==> config.mk <==
export PLATFORM = sky130hd
export DESIGN_NAME = smfr_supply_monitor
export DESIGN_NICKNAME = d
export VERILOG_FILES = /design/src/smfr_pkg.sv /design/src/smfr_glitch_filter.sv /design/src/smfr_self_test.sv /design/src/smfr_supply_monitor.sv
export SDC_FILE = /design/constraint.sdc
export NUM_CORES = 1
export LEC_CHECK = 0
export ABC_AREA = 1
export BUFFER_PORTS_ARGS = -buffer_cell sky130_fd_sc_hd__buf_2
export CAP_MARGIN = 40
export CORE_MARGIN = 8
export CORE_UTILIZATION = 58
export DETAILED_ROUTE_END_ITERATION = 7
export PLACE_DENSITY = 0.76
export SYNTH_ARGS = -nofsm -noshare
export SYNTH_HDL_FRONTEND = slang
export SYNTH_SLANG_ARGS = --single-unit
==> constraint.sdc <==
create_clock -name clk -period 1.6 [get_ports clk]
set_input_delay 0.08 -clock clk [delete_from_list [all_inputs] [get_ports clk]]
set_output_delay 0.08 -clock clk [all_outputs]
set_load 0.01 [all_outputs]
==> src/smfr_pkg.sv <==
package smfr_pkg;
    // ----------------------------------------
    // Timing
    // ----------------------------------------
    localparam int CLK_NS = 25;
    localparam int FILT_TIME_NS = 10000;
    localparam int FILT_CYC = (FILT_TIME_NS + CLK_NS - 1) / CLK_NS;
    localparam int ST_TIME_US = 300;
    localparam int ST_CYC = (ST_TIME_US * 1000) / CLK_NS;
    localparam int ST_TOGGLES = 4;
    localparam logic [3:0] TALLY_LIMIT = 4'h5;
    localparam logic [7:0] STAT_RST = 8'h00;
    // ----------------------------------------
    // Comparator indices
    // ----------------------------------------
    localparam int C_BAT_UV = 0;
    localparam int C_BAT_OV = 1;
    localparam int C_PRE_UV = 2;
    localparam int C_PRE_OV = 3;
    localparam int C_CAN_UV = 4;
    localparam int C_CAN_OV = 5;
    localparam int C_IO_UV = 6;
    localparam int C_IO_OV = 7;
    localparam int C_CORE_UV = 8;
    localparam int C_CORE_OV = 9;
    localparam int C_SENS_UV = 10;
    localparam int C_SENS_OV = 11;
    localparam int C_PH_OV = 12;
    localparam int C_PL_UV = 13;
    localparam int C_PL_OV = 14;
    localparam int C_ANA_UV = 15;
    localparam int C_ANA_OV = 16;
    localparam int C_MON_UV = 17;
    localparam int C_MON_OV = 18;
    localparam int C_LOG_UV = 19;
    localparam int C_LOG_OV = 20;
    localparam int C_RREF_UV = 21;
    localparam int C_RREF_OV = 22;
    localparam int C_MREF_UV = 23;
    localparam int C_MREF_OV = 24;
    localparam int NCMP = 25;
    // ----------------------------------------
    // Status bit positions
    // ----------------------------------------
    localparam int S1_BAT_OV = 7;
    localparam int S1_BAT_UV = 6;
    localparam int S1_PH_OV = 5;
    localparam int S1_PL_OV = 4;
    localparam int S1_PL_UV = 3;
    localparam int S1_MON_UV = 2;
    localparam int S1_REF_B1 = 1;
    localparam int S1_REF_B0 = 0;
    localparam int S2_PRE_OV = 7;
    localparam int S2_PRE_UV = 6;
    localparam int S2_CAN_OV = 5;
    localparam int S2_CAN_UV = 4;
    localparam int S2_IO_OV = 3;
    localparam int S2_IO_UV = 2;
    localparam int S2_CORE_OV = 1;
    localparam int S2_CORE_UV = 0;
    localparam int SF_SENS_UV = 5;
    localparam int SF_SENS_OV = 4;
    // ----------------------------------------
    // State encodings
    // ----------------------------------------
    typedef enum logic [2:0] {
        ST_STANDBY = 3'h0,
        ST_SELFTEST = 3'h1,
        ST_RESET = 3'h2,
        ST_DIAG = 3'h3,
        ST_ACTIVE = 3'h4,
        ST_SAFE = 3'h5
    } smfr_state_t;
    typedef enum logic [1:0] {
        B_IDLE = 2'h0,
        B_FORCE = 2'h1,
        B_RELEASE = 2'h2,
        B_DONE = 2'h3
    } smfr_bist_t;
endpackage

==> src/smfr_glitch_filter.sv <==
`timescale 1ns/1ps
module smfr_glitch_filter #(
    parameter int N = 1,
    parameter int CYC = 2
) (
    input wire logic clk,
    input wire logic rstn,
    input wire logic [N-1:0] raw,
    output logic [N-1:0] sync_q,
    output logic [N-1:0] filt_q
);
    localparam int CW = $clog2(CYC + 1);
    localparam logic [CW-1:0] CNT_LAST = CW'(CYC - 1);

    logic [N-1:0] meta_q;

    always_ff @(posedge clk or negedge rstn) begin
        if (!rstn) begin
            meta_q <= '0;
            sync_q <= '0;
        end else begin
            meta_q <= raw;
            sync_q <= meta_q;
        end
    end

    // ----------------------------------------
    // Per-bit stability counters
    // ----------------------------------------
    for (genvar i = 0; i < N; i++) begin : g_bit
        logic [CW-1:0] cnt_q;
        logic bit_q;
        always_ff @(posedge clk or negedge rstn) begin
            if (!rstn) begin
                cnt_q <= '0;
                bit_q <= 1'b0;
            end else if (sync_q[i] == bit_q) begin
                cnt_q <= '0;
            end else if (cnt_q == CNT_LAST) begin
                cnt_q <= '0;
                bit_q <= sync_q[i];
            end else begin
                cnt_q <= cnt_q + 1'b1;
            end
        end
        // One process per bit, so each bit gets its own flop
        assign filt_q[i] = bit_q;
    end
endmodule // smfr_glitch_filter

==> src/smfr_self_test.sv <==
`timescale 1ns/1ps
module smfr_self_test #(
    parameter int N = 1,
    parameter int RUN_CYC = 16
) (
    input wire logic clk,
    input wire logic rstn,
    input wire logic start,
    input wire logic [N-1:0] cmp_sync,
    output logic emulate_q,
    output logic running,
    output logic fail_q
);
    localparam int PH = RUN_CYC / (2 * smfr_pkg::ST_TOGGLES);
    localparam int PW = $clog2(PH + 1);
    localparam logic [PW-1:0] PH_LAST = PW'(PH - 1);
    localparam logic [2:0] TG_LAST = 3'(smfr_pkg::ST_TOGGLES - 1);

    smfr_pkg::smfr_bist_t st_q;
    logic [PW-1:0] ph_q;
    logic [2:0] tg_q;
    logic err_q;
    logic ph_end;

    assign ph_end = (ph_q == PH_LAST);
    assign running = (st_q != smfr_pkg::B_IDLE);

    // ----------------------------------------
    // Toggle sequence
    // ----------------------------------------
    always_ff @(posedge clk or negedge rstn) begin
        if (!rstn) begin
            st_q <= smfr_pkg::B_IDLE;
            ph_q <= '0;
            tg_q <= '0;
        end else begin
            ph_q <= (st_q == smfr_pkg::B_IDLE || ph_end) ? '0 : ph_q + 1'b1;
            unique case (st_q)
                smfr_pkg::B_IDLE: begin
                    tg_q <= '0;
                    if (start) begin
                        st_q <= smfr_pkg::B_FORCE;
                    end
                end
                smfr_pkg::B_FORCE: begin
                    if (ph_end) begin
                        st_q <= smfr_pkg::B_RELEASE;
                    end
                end
                smfr_pkg::B_RELEASE: begin
                    if (ph_end && tg_q == TG_LAST) begin
                        st_q <= smfr_pkg::B_DONE;
                    end else if (ph_end) begin
                        tg_q <= tg_q + 1'b1;
                        st_q <= smfr_pkg::B_FORCE;
                    end
                end
                smfr_pkg::B_DONE: begin
                    st_q <= smfr_pkg::B_IDLE;
                end
            endcase
        end
    end

    always_ff @(posedge clk or negedge rstn) begin
        if (!rstn) begin
            emulate_q <= 1'b0;
        end else begin
            emulate_q <= (st_q == smfr_pkg::B_FORCE) && !ph_end
                || (st_q == smfr_pkg::B_RELEASE) && ph_end && tg_q != TG_LAST;
        end
    end

    // ----------------------------------------
    // Pattern check at each phase end
    // ----------------------------------------
    always_ff @(posedge clk or negedge rstn) begin
        if (!rstn) begin
            err_q <= 1'b0;
            fail_q <= 1'b0;
        end else if (st_q == smfr_pkg::B_IDLE && start) begin
            err_q <= 1'b0;
            fail_q <= 1'b0;
        end else if (st_q == smfr_pkg::B_FORCE && ph_end && !(&cmp_sync)) begin
            err_q <= 1'b1;
        end else if (st_q == smfr_pkg::B_RELEASE && ph_end && (|cmp_sync)) begin
            err_q <= 1'b1;
        end else if (st_q == smfr_pkg::B_DONE) begin
            fail_q <= err_q;
        end
    end
endmodule // smfr_self_test

==> src/smfr_supply_monitor.sv <==
`timescale 1ns/1ps
module smfr_supply_monitor #(
    parameter int ST_RUN_CYC = smfr_pkg::ST_CYC
) (
    input wire logic clk,
    input wire logic rstn,
    input wire logic [smfr_pkg::NCMP-1:0] cmp_raw,
    input wire logic logic_self_test_done,
    input wire logic logic_self_test_fail,
    input wire logic self_test_request,
    input wire logic go_active,
    input wire logic battery_overvoltage_ignore,
    input wire logic core_rail_fault_act,
    input wire logic output_drive_permit,
    input wire logic [3:0] watchdog_failure_tally,
    output logic [7:0] monitor_status_one,
    output logic [7:0] monitor_status_two,
    output logic [7:0] safety_status_one,
    output logic [2:0] device_state,
    output logic mcu_reset_n,
    output logic power_stage_enable,
    output logic internal_poweron_reset,
    output logic comparator_emulate,
    output logic self_test_running,
    output logic self_test_failed,
    output logic spi_ready,
    output logic sensor_rail_off,
    output logic pump_rails_off
);
    logic [smfr_pkg::NCMP-1:0] cmp_sync;
    logic [smfr_pkg::NCMP-1:0] cmp_filt;
    logic [smfr_pkg::NCMP-1:0] vec_q;
    smfr_pkg::smfr_state_t state_q;
    smfr_pkg::smfr_state_t state_d;
    logic st_start;
    logic st_running;
    logic st_fail;
    logic por_f;
    logic stby_f;
    logic rst_f;
    logic drv_f;
    logic run_state;
    logic mcu_reset_n_q;
    logic pse_q;
    logic por_q;
    logic sens_off_q;
    logic pump_off_q;
    logic [7:0] stat1_q;
    logic [7:0] stat2_q;
    logic [7:0] safe1_q;

    // ----------------------------------------
    // Filtering and self-test
    // ----------------------------------------
    smfr_glitch_filter #(
        .N(smfr_pkg::NCMP),
        .CYC(smfr_pkg::FILT_CYC)
    ) u_filter (
        .clk(clk),
        .rstn(rstn),
        .raw(cmp_raw),
        .sync_q(cmp_sync),
        .filt_q(cmp_filt)
    );

    smfr_self_test #(
        .N(smfr_pkg::NCMP),
        .RUN_CYC(ST_RUN_CYC)
    ) u_self_test (
        .clk(clk),
        .rstn(rstn),
        .start(st_start),
        .cmp_sync(cmp_sync),
        .emulate_q(comparator_emulate),
        .running(st_running),
        .fail_q(st_fail)
    );

    assign run_state = (state_q == smfr_pkg::ST_DIAG) || (state_q == smfr_pkg::ST_ACTIVE);

    // Request outside DIAGNOSTIC or ACTIVE is dropped
    assign st_start = !st_running && !stby_f
        && ((state_q == smfr_pkg::ST_STANDBY && !vec_q[smfr_pkg::C_PRE_UV])
        || (run_state && self_test_request));

    // Rails are not watched during a run, so the last picture is held
    always_ff @(posedge clk or negedge rstn) begin
        if (!rstn) begin
            vec_q <= '0;
        end else if (!st_running) begin
            vec_q <= cmp_filt;
        end
    end

    // ----------------------------------------
    // Fault classes
    // ----------------------------------------
    assign por_f = vec_q[smfr_pkg::C_ANA_UV] || vec_q[smfr_pkg::C_ANA_OV]
        || vec_q[smfr_pkg::C_LOG_UV] || vec_q[smfr_pkg::C_LOG_OV]
        || vec_q[smfr_pkg::C_MON_OV];
    assign stby_f = por_f || vec_q[smfr_pkg::C_BAT_UV];
    assign rst_f = (vec_q[smfr_pkg::C_BAT_OV] && !battery_overvoltage_ignore)
        || vec_q[smfr_pkg::C_IO_UV]
        || (vec_q[smfr_pkg::C_CORE_UV] && core_rail_fault_act)
        || vec_q[smfr_pkg::C_PL_OV];
    assign drv_f = vec_q[smfr_pkg::C_CAN_OV]
        || vec_q[smfr_pkg::C_IO_OV]
        || (vec_q[smfr_pkg::C_CORE_OV] && core_rail_fault_act);

    // ----------------------------------------
    // Device state controller
    // ----------------------------------------
    always_comb begin
        state_d = state_q;
        unique case (state_q)
            smfr_pkg::ST_STANDBY: begin
                if (st_start) begin
                    state_d = smfr_pkg::ST_SELFTEST;
                end
            end
            smfr_pkg::ST_SELFTEST: begin
                if (!st_running && logic_self_test_done) begin
                    state_d = (st_fail || logic_self_test_fail) ? smfr_pkg::ST_SAFE
                        : smfr_pkg::ST_RESET;
                end
            end
            smfr_pkg::ST_RESET: begin
                if (!rst_f) begin
                    state_d = smfr_pkg::ST_DIAG;
                end
            end
            smfr_pkg::ST_DIAG: begin
                if (go_active) begin
                    state_d = smfr_pkg::ST_ACTIVE;
                end
            end
            smfr_pkg::ST_ACTIVE: begin
                state_d = smfr_pkg::ST_ACTIVE;
            end
            smfr_pkg::ST_SAFE: begin
                state_d = smfr_pkg::ST_SAFE;
            end
            default: begin
                state_d = smfr_pkg::ST_STANDBY;
            end
        endcase
        if (run_state && !st_running && st_fail) begin
            state_d = smfr_pkg::ST_SAFE;
        end
        if (run_state && rst_f) begin
            state_d = smfr_pkg::ST_RESET;
        end
        if (stby_f) begin
            state_d = smfr_pkg::ST_STANDBY;
        end
    end

    always_ff @(posedge clk or negedge rstn) begin
        if (!rstn) begin
            state_q <= smfr_pkg::ST_STANDBY;
        end else begin
            state_q <= state_d;
        end
    end

    // ----------------------------------------
    // Pin outputs
    // ----------------------------------------
    always_ff @(posedge clk or negedge rstn) begin
        if (!rstn) begin
            mcu_reset_n_q <= 1'b0;
            pse_q <= 1'b0;
            por_q <= 1'b0;
            sens_off_q <= 1'b0;
            pump_off_q <= 1'b0;
        end else begin
            mcu_reset_n_q <= (state_q != smfr_pkg::ST_STANDBY)
                && (state_q != smfr_pkg::ST_SELFTEST)
                && (state_q != smfr_pkg::ST_RESET);
            pse_q <= run_state && output_drive_permit
                && (watchdog_failure_tally < smfr_pkg::TALLY_LIMIT)
                && !drv_f && !rst_f && !stby_f
                && !st_running;
            por_q <= por_f;
            sens_off_q <= vec_q[smfr_pkg::C_PH_OV];
            pump_off_q <= vec_q[smfr_pkg::C_PL_OV];
        end
    end

    // ----------------------------------------
    // Status flags
    // ----------------------------------------
    always_ff @(posedge clk or negedge rstn) begin
        if (!rstn) begin
            stat1_q <= smfr_pkg::STAT_RST;
            stat2_q <= smfr_pkg::STAT_RST;
            safe1_q <= smfr_pkg::STAT_RST;
        end else begin
            stat1_q <= smfr_pkg::STAT_RST;
            stat2_q <= smfr_pkg::STAT_RST;
            safe1_q <= smfr_pkg::STAT_RST;
            stat1_q[smfr_pkg::S1_BAT_OV] <= vec_q[smfr_pkg::C_BAT_OV];
            stat1_q[smfr_pkg::S1_BAT_UV] <= vec_q[smfr_pkg::C_BAT_UV];
            stat1_q[smfr_pkg::S1_PH_OV] <= vec_q[smfr_pkg::C_PH_OV];
            stat1_q[smfr_pkg::S1_PL_OV] <= vec_q[smfr_pkg::C_PL_OV];
            stat1_q[smfr_pkg::S1_PL_UV] <= vec_q[smfr_pkg::C_PL_UV];
            stat1_q[smfr_pkg::S1_MON_UV] <= vec_q[smfr_pkg::C_MON_UV];
            stat1_q[smfr_pkg::S1_REF_B1] <= vec_q[smfr_pkg::C_RREF_OV]
                || vec_q[smfr_pkg::C_MREF_UV];
            stat1_q[smfr_pkg::S1_REF_B0] <= vec_q[smfr_pkg::C_RREF_UV]
                || vec_q[smfr_pkg::C_MREF_OV];
            stat2_q[smfr_pkg::S2_PRE_OV] <= vec_q[smfr_pkg::C_PRE_OV];
            stat2_q[smfr_pkg::S2_PRE_UV] <= vec_q[smfr_pkg::C_PRE_UV];
            stat2_q[smfr_pkg::S2_CAN_OV] <= vec_q[smfr_pkg::C_CAN_OV];
            stat2_q[smfr_pkg::S2_CAN_UV] <= vec_q[smfr_pkg::C_CAN_UV];
            stat2_q[smfr_pkg::S2_IO_OV] <= vec_q[smfr_pkg::C_IO_OV];
            stat2_q[smfr_pkg::S2_IO_UV] <= vec_q[smfr_pkg::C_IO_UV];
            stat2_q[smfr_pkg::S2_CORE_OV] <= vec_q[smfr_pkg::C_CORE_OV];
            stat2_q[smfr_pkg::S2_CORE_UV] <= vec_q[smfr_pkg::C_CORE_UV];
            safe1_q[smfr_pkg::SF_SENS_UV] <= vec_q[smfr_pkg::C_SENS_UV];
            safe1_q[smfr_pkg::SF_SENS_OV] <= vec_q[smfr_pkg::C_SENS_OV];
        end
    end

    // Flags are levels: a rail back in band reads 0 again
    assign monitor_status_one = stat1_q;
    assign monitor_status_two = stat2_q;
    assign safety_status_one = safe1_q;
    assign device_state = state_q;
    assign mcu_reset_n = mcu_reset_n_q;
    assign power_stage_enable = pse_q;
    assign internal_poweron_reset = por_q;
    assign self_test_running = st_running;
    assign self_test_failed = st_fail;
    assign spi_ready = (state_q != smfr_pkg::ST_SELFTEST);
    assign sensor_rail_off = sens_off_q;
    assign pump_rails_off = pump_off_q;
endmodule // smfr_supply_monitor

==> summary.txt, run 1 <==
Status
  – Outcome: complete, no violations

STA
  – Fin Setup TNS: 0 ns
  – Final Max Slew Viols: 0
  – Final Hold Fails: 0
  – Final Setup Violations: 0
  – WHS: 0.0291 ns
  – RSZ-0062 raised after global routing: true
  – Tcrit/Tclk final: roughly 98%
  – Clock Skew: around 0.0075 ns
  – Worst setup margin: around 0.032 ns
  – Max Freq: 0.638 GHz
  – Min cycle time layout: between 1.5 and 2 ns

Power and ir drop
  – Pwr/cell area: 1070 mW/mm²
  – P_leak: around 9 nW
  – Tot Pwr: 20.1 mW
  – Worst IR Drop VDD: 0.958 mV

Setup path
  – Max Fanout on Critical Path: 11
  – Classification of the worst setup path: reg2out
  – Worst setup SP type: register
  – Critical Path AT: ~1.5 ns
  – Critical Path RT: ~1.5 ns
  – Setup crit end kind: output port

GRT
  – GRT overflow: 0
  – Vias in the first global route: between 10000 and 15000
  – GR Layer Usage met2: 33.7%
  – Met1 GRT Util: ~26%
  – Initial antenna violation count: 0
  – M3 GR Usage: between 3 and 4%
  – Largest net degree at the start of global routing: between 70 and 80
  – Global routing's busiest layer: met2
  – Total GRT Usage: between 20% and 30%
  – First-pass GRT wire length: approximately 55 mm

Clock tree
  – Clk sink count: 368
  – H-tree Lvls: 2
  – CTS tree: built
  – Clock transition at the registers of the reported paths: 0.06 ns
  – Num CTS Buffers: 38
  – Root Driver: clkbuf_16
  – Worst-Skew Late Latency: 0.52 ns
  – Bufs on Longest Clock Path: 3

Yosys
  – Mapped Cells: 1618
  – Synthesized area: 0.0157 mm²
  – Area leader, netlist: dfrtp_1
  – Synth cell types: between 40 and 50
  – Synth top area cells: dfrtp_1 59%, nor2_1 6.5%, nand2_1 5.0%
  – Main flop type after synthesis: dfrtp_1
  – Register area share after synthesis: 58.7%
  – Async set-reset flop share out of synthesis: 100%
  – Count leader, synth: dfrtp_1
  – Post-synth top area share: between 50% and 60%
  – Syn Area/Cell: 9.70 µm²
  – Post-synth EDFFs: 0
  – #FFs+latches synth: roughly 370
  – Yosys Warn Count: 0
  – Most frequent cells after synthesis: 368 x dfrtp_1, 271 x nor2_1, 209 x nand2_1, 172 x inv_1, 116 x nand3_1

Detailed routing
  – Post-route ant nets: 0
  – Drt first pass iters: 5
  – Vias/cell: approximately 5.4
  – Routed via count: roughly 12000
  – Drt drc: 0
  – Total Routed Length: roughly 33 mm
  – Drt wl/cell: approximately 15 µm
  – Drt initial violations: approximately 800

Layout
  – Register area: between 0.009 and 0.01 mm²
  – Inserted Diodes: 0
  – Fillers: 1867
  – Design area: around 0.019 mm²
  – Multi-input gate area: 0.00592 mm²
  – Nets: approximately 1900
  – Area grow syn2layout: 19.9%
  – Share of cells above drive strength 1: about 15%

Flow run
  – MaxCap Viol Count: 0

Placement
  – DP Worst Slack: around 0.012 ns
  – Final RePlAce weighted congestion: 0.878
  – Post-DP Area: between 0.015 and 0.02 mm²
  – Post-detail-place hpwl: 21.9 mm
  – IO buf count: 67

Die
  – Core area: 0.0267 mm²
  – IO Pins: 74
  – Standard-cell rows: 60
  – Die Ht: roughly 180 µm
  – Die area: around 0.033 mm²
  – Die X: 180 µm
  – Starting Density: around three fifths

Hold path
  – Class of the worst hold path: in2reg
## cell type report
type | instances | area share (%)
clock buffers | 52 | 5.99
clock inverters | 17 | 1.32
inverters | 175 | 3.52
multi-input cells | 1067 | 31.5
flip-flops and latches | 368 | 49.0
well taps | 341 | 2.27
repair buffers | 160 | 6.42
## power by group
part / internal (mW) / leakage, nW / switching [mW]
registers: 9.52 / 4.92 / 0.190
clock network: 5.92 / 0.667 / 3.61
logic: 0.348 / 3.18 / 0.510
total: 15.8 / 8.77 / 4.31
## layer usage
metal	routed length [µm]	share of wire [%]
met5	0	0
met4	1200	3.6
met3	1690	5.1
met2	15900	48
met1	14300	43
## cell families after synthesis
family	after synthesis	share of synthesized area (%)
muxes	13	0.925
buffers and inverters	188	4.71
AOI/OAI and AO/OA	117	3.99
xor gates and xnor gates	108	6.03
other	1	0.0239
and+or+nand+nor	795	23.4
DFF	368	58.7
adders and majority gates	28	2.23
## cell usage in the layout (no fill, tap or decap), drive strengths merged
master / count
o22ai: 1
or2: 1
clkinvlp: 4
ha: 28
dfrtp: 368
nor4: 14
nor3b: 38
o21ai: 34
and3: 11
o21bai: 4
o211ai: 1
o21a: 2
xor2: 51
nand3b: 1
dlygate4sd3: 31
nand2: 218
nor3: 57
buf: 128
mux2i: 1
a211oi: 1
a31oi: 3
a21oi: 68
conb: 6
inv: 173
o31a: 3
bufinv: 6
nor2: 291
nand3: 116
xnor2: 57
clkinv: 9
nand4: 48
clkbuf: 53
mux2: 12
## final timing paths
path / startpoint / to / slack [ns] / cells past startpoint
max reg2reg: u_self_test.st_q[0] / u_self_test.st_q[1] / 0.06 / 7
min: watchdog_failure_tally[0] / power_stage_enable / 0.03 / 4
min reg2reg: u_filter.meta_q[12] / u_filter.sync_q[12] / 0.34 / 0
max: u_self_test.st_q[0] / self_test_running / 0.03 / 4
max in group asynchronous: rstn / u_filter.g_bit[3].cnt_q[6] / 0.82 / 3
min in group asynchronous: rstn / u_filter.g_bit[22].cnt_q[5] / 0.05 / 2
## worst max-delay path, cell delays in order (launching register included)
cell	delay (ns)
dfrtp_2	0.43
nor2_4	0.16
clkinv_4	0.10
buf_12	0.15
buf_6	0.12
## flip-flops by register name, indices dropped and copies added (netlist names)
signal / count
safety_status_one: 2
u_self_test.st_q: 2
u_filter.sync_q: 25
u_self_test.fail_q: 1
mcu_reset_n: 1
u_self_test.emulate_q: 1
u_filter.meta_q: 25
internal_poweron_reset: 1
vec_q: 25
monitor_status_two: 8
u_filter.g_bit.cnt_q: 225
u_self_test.err_q: 1
monitor_status_one: 8
u_filter.g_bit.bit_q: 25
u_self_test.tg_q: 3
power_stage_enable: 1
u_self_test.ph_q: 11
device_state: 3
## per-stage QoR
step | utilization, % | instances
floorplan | - | 1623
global placement | 62.8 | 2061
detailed placement | 62.8 | 2061
CTS | 69.3 | 2164
global route | 70.4 | 2180
finish | 70.4 | 2180
## what timing repair did
action | in CTS | in global routing
hold endpoints to repair | 396 | 0
cloned | 0 | 1
hold buffers | 31 | 0
resized for setup | 9 | 42
setup endpoints to repair | 5 | 79
pin swaps | 1 | 8
setup buffers | 3 | 15
Power figures use the tool's default switching activity.
==> inputs of run 2 (changes only) <==
--- a/config.mk
+++ b/config.mk
@@ -6,12 +6,13 @@
 export NUM_CORES = 1
 export LEC_CHECK = 0
 export ABC_AREA = 1
-export BUFFER_PORTS_ARGS = -buffer_cell sky130_fd_sc_hd__buf_2
+export BUFFER_PORTS_ARGS = -buffer_cell sky130_fd_sc_hd__buf_4
 export CAP_MARGIN = 40
-export CORE_MARGIN = 8
+export CORE_MARGIN = 1
 export CORE_UTILIZATION = 58
 export DETAILED_ROUTE_END_ITERATION = 7
 export PLACE_DENSITY = 0.76
+export REMOVE_ABC_BUFFERS = 1
 export SYNTH_ARGS = -nofsm -noshare
 export SYNTH_HDL_FRONTEND = slang
 export SYNTH_SLANG_ARGS = --single-unit
==> run 2 against run 1 <==
The flow now finishes with violations (design-rule violations). Power down 2.6%. Clock power down 5.9%. Global-route usage up 3.1 points. Setup slack better by 0.030 ns. Routed wire length down 5.9%. Sequential cell count unchanged. Via count down 2.0%. Sequential share of layout area about the same. Maximum frequency up 2.0%. Cell count down 0.60%. Critical endpoint is now u_self_test.tg_q[1].
==> summary.txt, run 2 (synthesis results as in run 1) <==
Setup path
  – Crit-path max cell delay: 0.40 ns (-0.03 ns)
  – Worst setup SP type: register
  – Most numerous cell on the critical path: ha_1
  – Critical Path AT: 1.94 ns (+0.45 ns)
  – Critical Path RT: 2.00 ns (+0.48 ns)
  – Slowest CP cell: dfrtp_1
  – Classification of the worst setup path: reg2reg
  – Crit-path cells: ha_1, ha_1, or2_2, o21ai_2, o21ai_0
  – Setup crit end kind: register
  – Max Fanout on Critical Path: 3 (-8)

Status
  – Outcome: finished with violations
  – Failing checks: design-rule violations

STA
  – Final Max Slew Viols: 0 (unchanged)
  – Final Hold Fails: 0 (unchanged)
  – WHS: 0.0232 ns (-0.00584 ns)
  – Final Setup Violations: 0 (unchanged)
  – Min cycle time layout: 1.54 ns (-0.0302 ns)
  – Max Freq: 0.650 GHz (+2.0%)
  – Clock Skew: 0.0114 ns (+0.00389 ns)
  – Tcrit/Tclk final: 96.1% (-1.9 points)

Die
  – Starting Density: 59.7% (+0.99 points)
  – Standard-cell rows: 59 (-1.7%)
  – Die X: 166 µm (-7.8%)
  – Die Ht: 166 µm (-7.8%)
  – IO Pins: 74 (unchanged)
  – Core area: 0.0263 mm² (-1.7%)
  – Die area: 0.0277 mm² (-15%)

Power and ir drop
  – Tot Pwr: 19.6 mW (-2.6%)
  – Worst IR Drop VDD: 0.938 mV (-2.1%)
  – P_leak: 8.72 nW (-0.51%)
  – Pwr/cell area: 1040 mW/mm² (-2.5%)

Flow run
  – MaxCap Viol Count: 0 (unchanged)

Clock tree
  – Root Driver: clkbuf_16
  – Clock transition at the registers of the reported paths: 0.06 ns (about the same)
  – Clk sink count: 368 (unchanged)
  – Num CTS Buffers: 40 (+5.3%)
  – CTS tree: built
  – Bufs on Longest Clock Path: 3 (unchanged)
  – Worst-Skew Late Latency: 0.52 ns (about the same)
  – H-tree Lvls: 2 (unchanged)

Hold path
  – Class of the worst hold path: in2async

Layout
  – Area grow syn2layout: 19.7% (about the same)
  – Largest register FFs: 225 (unchanged)
  – Commonest non-fill, non-tap cell in the layout: dfrtp_1
  – Fillers: 1838 (-1.6%)
  – Inserted Diodes: 0 (unchanged)
  – Nets: 1871 (-0.27%)
  – Largest Register: u_filter.g_bit.cnt_q
  – Share of cells above drive strength 1: 14.2% (-0.87 points)
  – Most frequent cells in the layout: 366 x dfrtp_1, 262 x nor2_1, 202 x nand2_1, 172 x inv_1

Detailed routing
  – Post-route ant nets: 0 (unchanged)
  – Drt drc: 7 (+7)
  – Drt first pass iters: 8 (+3)
  – Drt wl/cell: 14.3 µm (-5.3%)
  – Drt initial violations: 806 (+3.6%)
  – Total Routed Length: 31.1 mm (-5.9%)
  – Vias/cell: 5.32 (-1.4%)
  – Routed via count: 11500 (-2.0%)

GRT
  – Largest net degree at the start of global routing: 67 (-13%)
  – Vias in the first global route: 11400 (-3.7%)
  – Initial antenna violation count: 0 (unchanged)
  – First-pass GRT wire length: 52.7 mm (-4.5%)
  – GRT overflow: 0 (unchanged)
  – Total GRT Usage: 23.2% (+3.1 points)

Placement
  – Post-detail-place hpwl: 21.5 mm (-1.8%)
  – IO buf count: 67 (unchanged)
  – Final RePlAce weighted congestion: 0.884 (+0.65%)
-- run 2: cell types whose count changed in the layout (fill, tap and decap cells not counted), moves of 3 or more --
cell / before / now
dfrtp_2: 5 / 2
clkinvlp_4: 4 / 1
bufinv_16: 6 / 3
inv_2: 4 / 1
buf_2: 65 / 0
inv_1: 169 / 172
buf_4: 56 / 115
clkbuf_1: 5 / 11
dfrtp_1: 363 / 366
-- run 2: critical path: cells and delay by family (launching register included) --
family,cells,cell delay (ns)
fa+ha+maj,2,0.44
flops,1,0.40
simple gates,1,0.32
compound gates,2,0.26
-- run 2: timing repair --
action,CTS,global route
pin swaps,0,5
hold endpoints to repair,336,0
endpoints found under the setup margin,1,77
hold buffers,29,0
gates resized for setup,3,34
buffers inserted,0,5
-- run 2: per-stage QoR --
stage          setup WS [ns]  util, %  cells  cell area [µm²]  setup TNS (ns)
2_1_floorplan        -0.0699        -   1610            15600          -0.149
3_3_place_gp          0.0790     64.8   2064            17000               0
3_5_place_dp          0.0520     64.8   2064            17000               0
4_1_cts              0.00855     70.8   2162            18600               0
5_1_grt              -0.0672     71.5   2167            18800          -0.306
6_report              0.0618     71.5   2167            18800               0
-- run 2: final cells by class --
cell class | instances | area, µm² | share of cell area, %
Tap cell | 335 | 419 | 2.23
Timing Repair Buffer | 153 | 1320 | 7.03
Clock inverter | 11 | 133 | 0.706
Clock buffer | 58 | 1150 | 6.12
Multi-Input combinational cell | 1067 | 5890 | 31.4
Inverter | 175 | 659 | 3.51
Sequential cell | 368 | 9210 | 49.0
-- run 2: final timing paths --
path,from,endpoint,slack [ns],cells past startpoint
setup / recovery,u_self_test.tg_q[0],u_self_test.tg_q[1],0.06,5
hold / removal,rstn,u_filter.g_bit[22].cnt_q[3],0.02,2
setup reg to reg,u_self_test.tg_q[0],u_self_test.tg_q[1],0.06,5
hold reg to reg,u_filter.meta_q[16],u_filter.sync_q[16],0.35,0
max in group asynchronous,rstn,u_filter.sync_q[17],0.83,4
min in group clk,logic_self_test_fail,device_state[2],0.02,5
-- run 2: per-layer routing --
layer | routed length (µm) | part of all wire, % | vias to the layer above | global-route usage [%]
met3 | 1600 | 5.1 | 63 | 4.13
met4 | 688 | 2.2 | 0 | 7.41
met5 | 0 | 0 | - | 0
li1 | - | - | 5648 | -
met1 | 13500 | 43 | 5565 | 30.5
met2 | 15300 | 49 | 258 | 39.4
-- run 2: power by group --
part | leakage [nW] | total (mW) | switching (mW) | internal [mW]
Sequential | 4.92 | 9.72 | 0.190 | 9.53
Combinational | 3.17 | 0.897 | 0.512 | 0.385
Clock | 0.631 | 8.97 | 3.52 | 5.45
==> inputs of run 3 (changes only) <==
--- a/config.mk
+++ b/config.mk
@@ -5,7 +5,6 @@
 export SDC_FILE = /design/constraint.sdc
 export NUM_CORES = 1
 export LEC_CHECK = 0
-export ABC_AREA = 1
 export BUFFER_PORTS_ARGS = -buffer_cell sky130_fd_sc_hd__buf_4
 export CAP_MARGIN = 40
 export CORE_MARGIN = 1
==> run 3 against run 2 <==
The run ends with design-rule violations, negative setup slack left. Clock skew is 0.0016 ns higher. Power shrank 0.36%. Via count decreased by 10%. Global-route usage is essentially flat. Critical path depth unchanged. Clock power is 0.6% higher. Setup slack worse by 0.43 ns. Synthesized cell count is 14% lower. Sequential power is essentially flat. Largest power group unchanged.
==> summary.txt, run 3 <==
STA
  – Final Hold Fails: 0 (unchanged)
  – RSZ-0062 raised after global routing: true
  – WHS: 0.0374 ns (+0.0142 ns)
  – Worst setup margin: -0.365 ns (-0.427 ns)
  – Clock Skew: 0.0129 ns (+0.00157 ns)
  – Tcrit/Tclk final: 123% (+27 points)
  – Final Setup Violations: 8 (+8)
  – Max Freq: 0.509 GHz (-22%)
  – Min cycle time layout: 1.96 ns (+0.427 ns)
  – Final Max Slew Viols: 0 (unchanged)

Detailed routing
  – Drt wl/cell: 15.5 µm (+8.1%)
  – Total Routed Length: 30.2 mm (-2.8%)
  – Drt drc: 4 (-3)
  – Routed via count: 10400 (-10%)
  – Drt initial violations: 718 (-11%)
  – Post-route ant nets: 0 (unchanged)
  – Vias/cell: 5.33 (+0.16%)
  – Drt first pass iters: 7 (-1)

Yosys
  – Syn Area/Cell: 11.1 µm² (+15%)
  – Synthesized area: 0.0155 mm² (-1.4%)
  – Mapped Cells: 1390 (-14%)
  – Count leader, synth: dfrtp_1
  – Most frequent cells after synthesis: 368 x dfrtp_1, 268 x nor2_1, 156 x xnor2_1, 139 x nand2_1, 86 x nand3_1
  – Synth cell types: 56 (+37%)
  – #FFs+latches synth: 368 (unchanged)
  – Yosys Warn Count: 0 (unchanged)
  – Register area share after synthesis: 59.5% (+0.83 points)
  – Async set-reset flop share out of synthesis: 100% (unchanged)
  – Area leader, netlist: dfrtp_1
  – Post-synth EDFFs: 0 (unchanged)
  – Post-synth top area share: 59.5% (+0.83 points)
  – Synth top area cells: dfrtp_1 60%, xnor2_1 8.8%, nor2_1 6.5%
  – Main flop type after synthesis: dfrtp_1

Power and ir drop
  – P_leak: 8.52 nW (-2.4%)
  – Worst IR Drop VDD: 0.805 mV (-14%)
  – Pwr/cell area: 1040 mW/mm² (about the same)

Status
  – Failing checks: design-rule violations, negative setup slack
  – Outcome: finished with violations

Setup path
  – Worst r2r dst: device_state[2]
  – Critical Path AT: 2.36 ns (+0.42 ns)
  – Worst reg2reg startpoint: vec_q[16]
  – Setup crit end kind: register
  – Critical Path RT: 2.00 ns (about the same)
  – Worst setup SP type: register
  – Classification of the worst setup path: reg2reg
  – Worst R2R Setup Slack: -0.36 ns (-0.43 ns)
  – Crit path to: device_state[2]
  – R2R cell count: 5 (unchanged)
  – Worst setup path start: vec_q[16]
  – Max Fanout on Critical Path: 3 (unchanged)

Clock tree
  – Num CTS Buffers: 39 (-2.5%)
  – H-tree Lvls: 2 (unchanged)
  – Clock transition at the registers of the reported paths: 0.06 ns (about the same)
  – CTS tree: built
  – Worst-Skew Late Latency: 0.53 ns (about the same)
  – Clk sink count: 368 (unchanged)
  – Bufs on Longest Clock Path: 3 (unchanged)
  – Root Driver: clkbuf_16

Layout
  – Commonest non-fill, non-tap cell in the layout: dfrtp_1
  – Largest register FFs: 225 (unchanged)
  – Nets: 1649 (-12%)
  – Fin util: 71.6% (+0.15 points)
  – Share of cells above drive strength 1: 17.4% (+3.1 points)
  – Inserted Diodes: 0 (unchanged)
  – Largest Register: u_filter.g_bit.cnt_q
  – Final Instance Count excl. Fillers: 1948 (-10%)
  – Area grow syn2layout: 21.0%
  – Most frequent cells in the layout: 368 x dfrtp_1, 268 x nor2_1, 156 x xnor2_1, 138 x nand2_1, 115 x buf_4
  – Fillers: 1798 (-2.2%)
  – Design area: 0.0187 mm² (-0.36%)

Flow run
  – MaxCap Viol Count: 0 (unchanged)

GRT
  – Largest net degree at the start of global routing: 64 (-4.5%)
  – Initial antenna violation count: 0 (unchanged)
  – GRT overflow: 0 (unchanged)
  – Vias in the first global route: 10500 (-7.8%)
  – First-pass GRT wire length: 50.5 mm (-4.3%)
  – Total GRT Usage: 23.2% (about the same)

Die
  – Standard-cell rows: 59 (unchanged)
  – Die area: 0.0273 mm² (-1.4%)
  – Core area: 0.0261 mm² (-0.56%)
  – Starting Density: 59.2% (-0.50 points)
  – Die Ht: 165 µm (-0.69%)
  – Die X: 165 µm (-0.69%)
  – IO Pins: 74 (unchanged)

Placement
  – Final RePlAce weighted congestion: 0.881 (-0.32%)
  – Placed cells: 1834 (-11%)
  – IO buf count: 67 (unchanged)
  – Post-detail-place hpwl: 19.7 mm (-8.3%)
  – Post-DP Area: 0.0168 mm² (-1.3%)

Hold path
  – Class of the worst hold path: in2async
[run 3: logic make-up (layout without fill, tap and decap cells)]
group,after synthesis,after routing,share of synthesized area (%)
muxes,55,55,3.96
and+or+nand+nor,669,669,20.0
xor gates and xnor gates,208,208,11.8
other,1,6,0.0242
adders and majority gates,29,29,2.33
DFF,368,368,59.5
AOI/OAI and AO/OA,32,32,1.46
buffers and inverters,28,246,0.914
[run 3: final cells by class]
type / count / area (µm²) / share of cell area [%]
clock buffers: 55 / 1140 / 6.08
clock inverters: 16 / 159 / 0.849
inverters: 12 / 45.0 / 0.241
multi-input cells: 999 / 6290 / 33.6
flip-flops and latches: 368 / 9210 / 49.2
well taps: 335 / 419 / 2.24
repair buffers: 163 / 1460 / 7.80
[run 3: worst min path at each step]
stage / depth (start not counted) / start / to
floorplan: 0 / rstn / device_state[0]
global placement: 1 / rstn / vec_q[4]
detailed placement: 1 / rstn / u_filter.g_bit[1].cnt_q[4]
CTS: 2 / rstn / u_filter.g_bit[8].cnt_q[7]
global route: 2 / rstn / u_filter.g_bit[1].cnt_q[4]
finish: 2 / rstn / u_filter.g_bit[1].cnt_q[4]
[run 3: stage by stage]
| step | setup TNS, ns | worst slack (ns) | power (mW) |
|---|---|---|---|
| 4_1_cts | -1.54 | -0.349 | 19.7 |
| 2_1_floorplan | -2.25 | -0.296 | 10.1 |
| 3_3_place_gp | -1.59 | -0.331 | 10.6 |
| 3_5_place_dp | -1.89 | -0.406 | 10.6 |
| 5_1_grt | -1.77 | -0.395 | 20.2 |
| 6_report | -1.32 | -0.365 | 19.5 |
[run 3: critical path, stage by stage, from the launching register on]
cell and delay [ns]:
dfrtp_1 0.37, or4_4 0.55, or4_4 0.44, a311oi_4 0.29, buf_4 0.17, a211oi_2 0.03
[run 3: routing by layer]
metal | share of wire (%) | GRT usage [%] | up-vias
met4 | 3.0 | 8.31 | 0
met5 | 0 | 0 | -
met1 | 45 | 31.6 | 5092
li1 | - | - | 5039
met2 | 48 | 38.2 | 189
met3 | 3.7 | 3.55 | 65
[run 3: power by group]
part / internal (mW) / switching (mW)
registers: 9.53 / 0.174
clock network: 5.45 / 3.57
logic: 0.339 / 0.451
[run 3: timing repair]
item	in CTS	in global routing
endpoints found under the setup margin	11	33
hold buffers	31	0
setup buffers	7	5
pin swaps	7	9
cloned	1	0
resized for setup	17	26
hold endpoints to repair	395	0
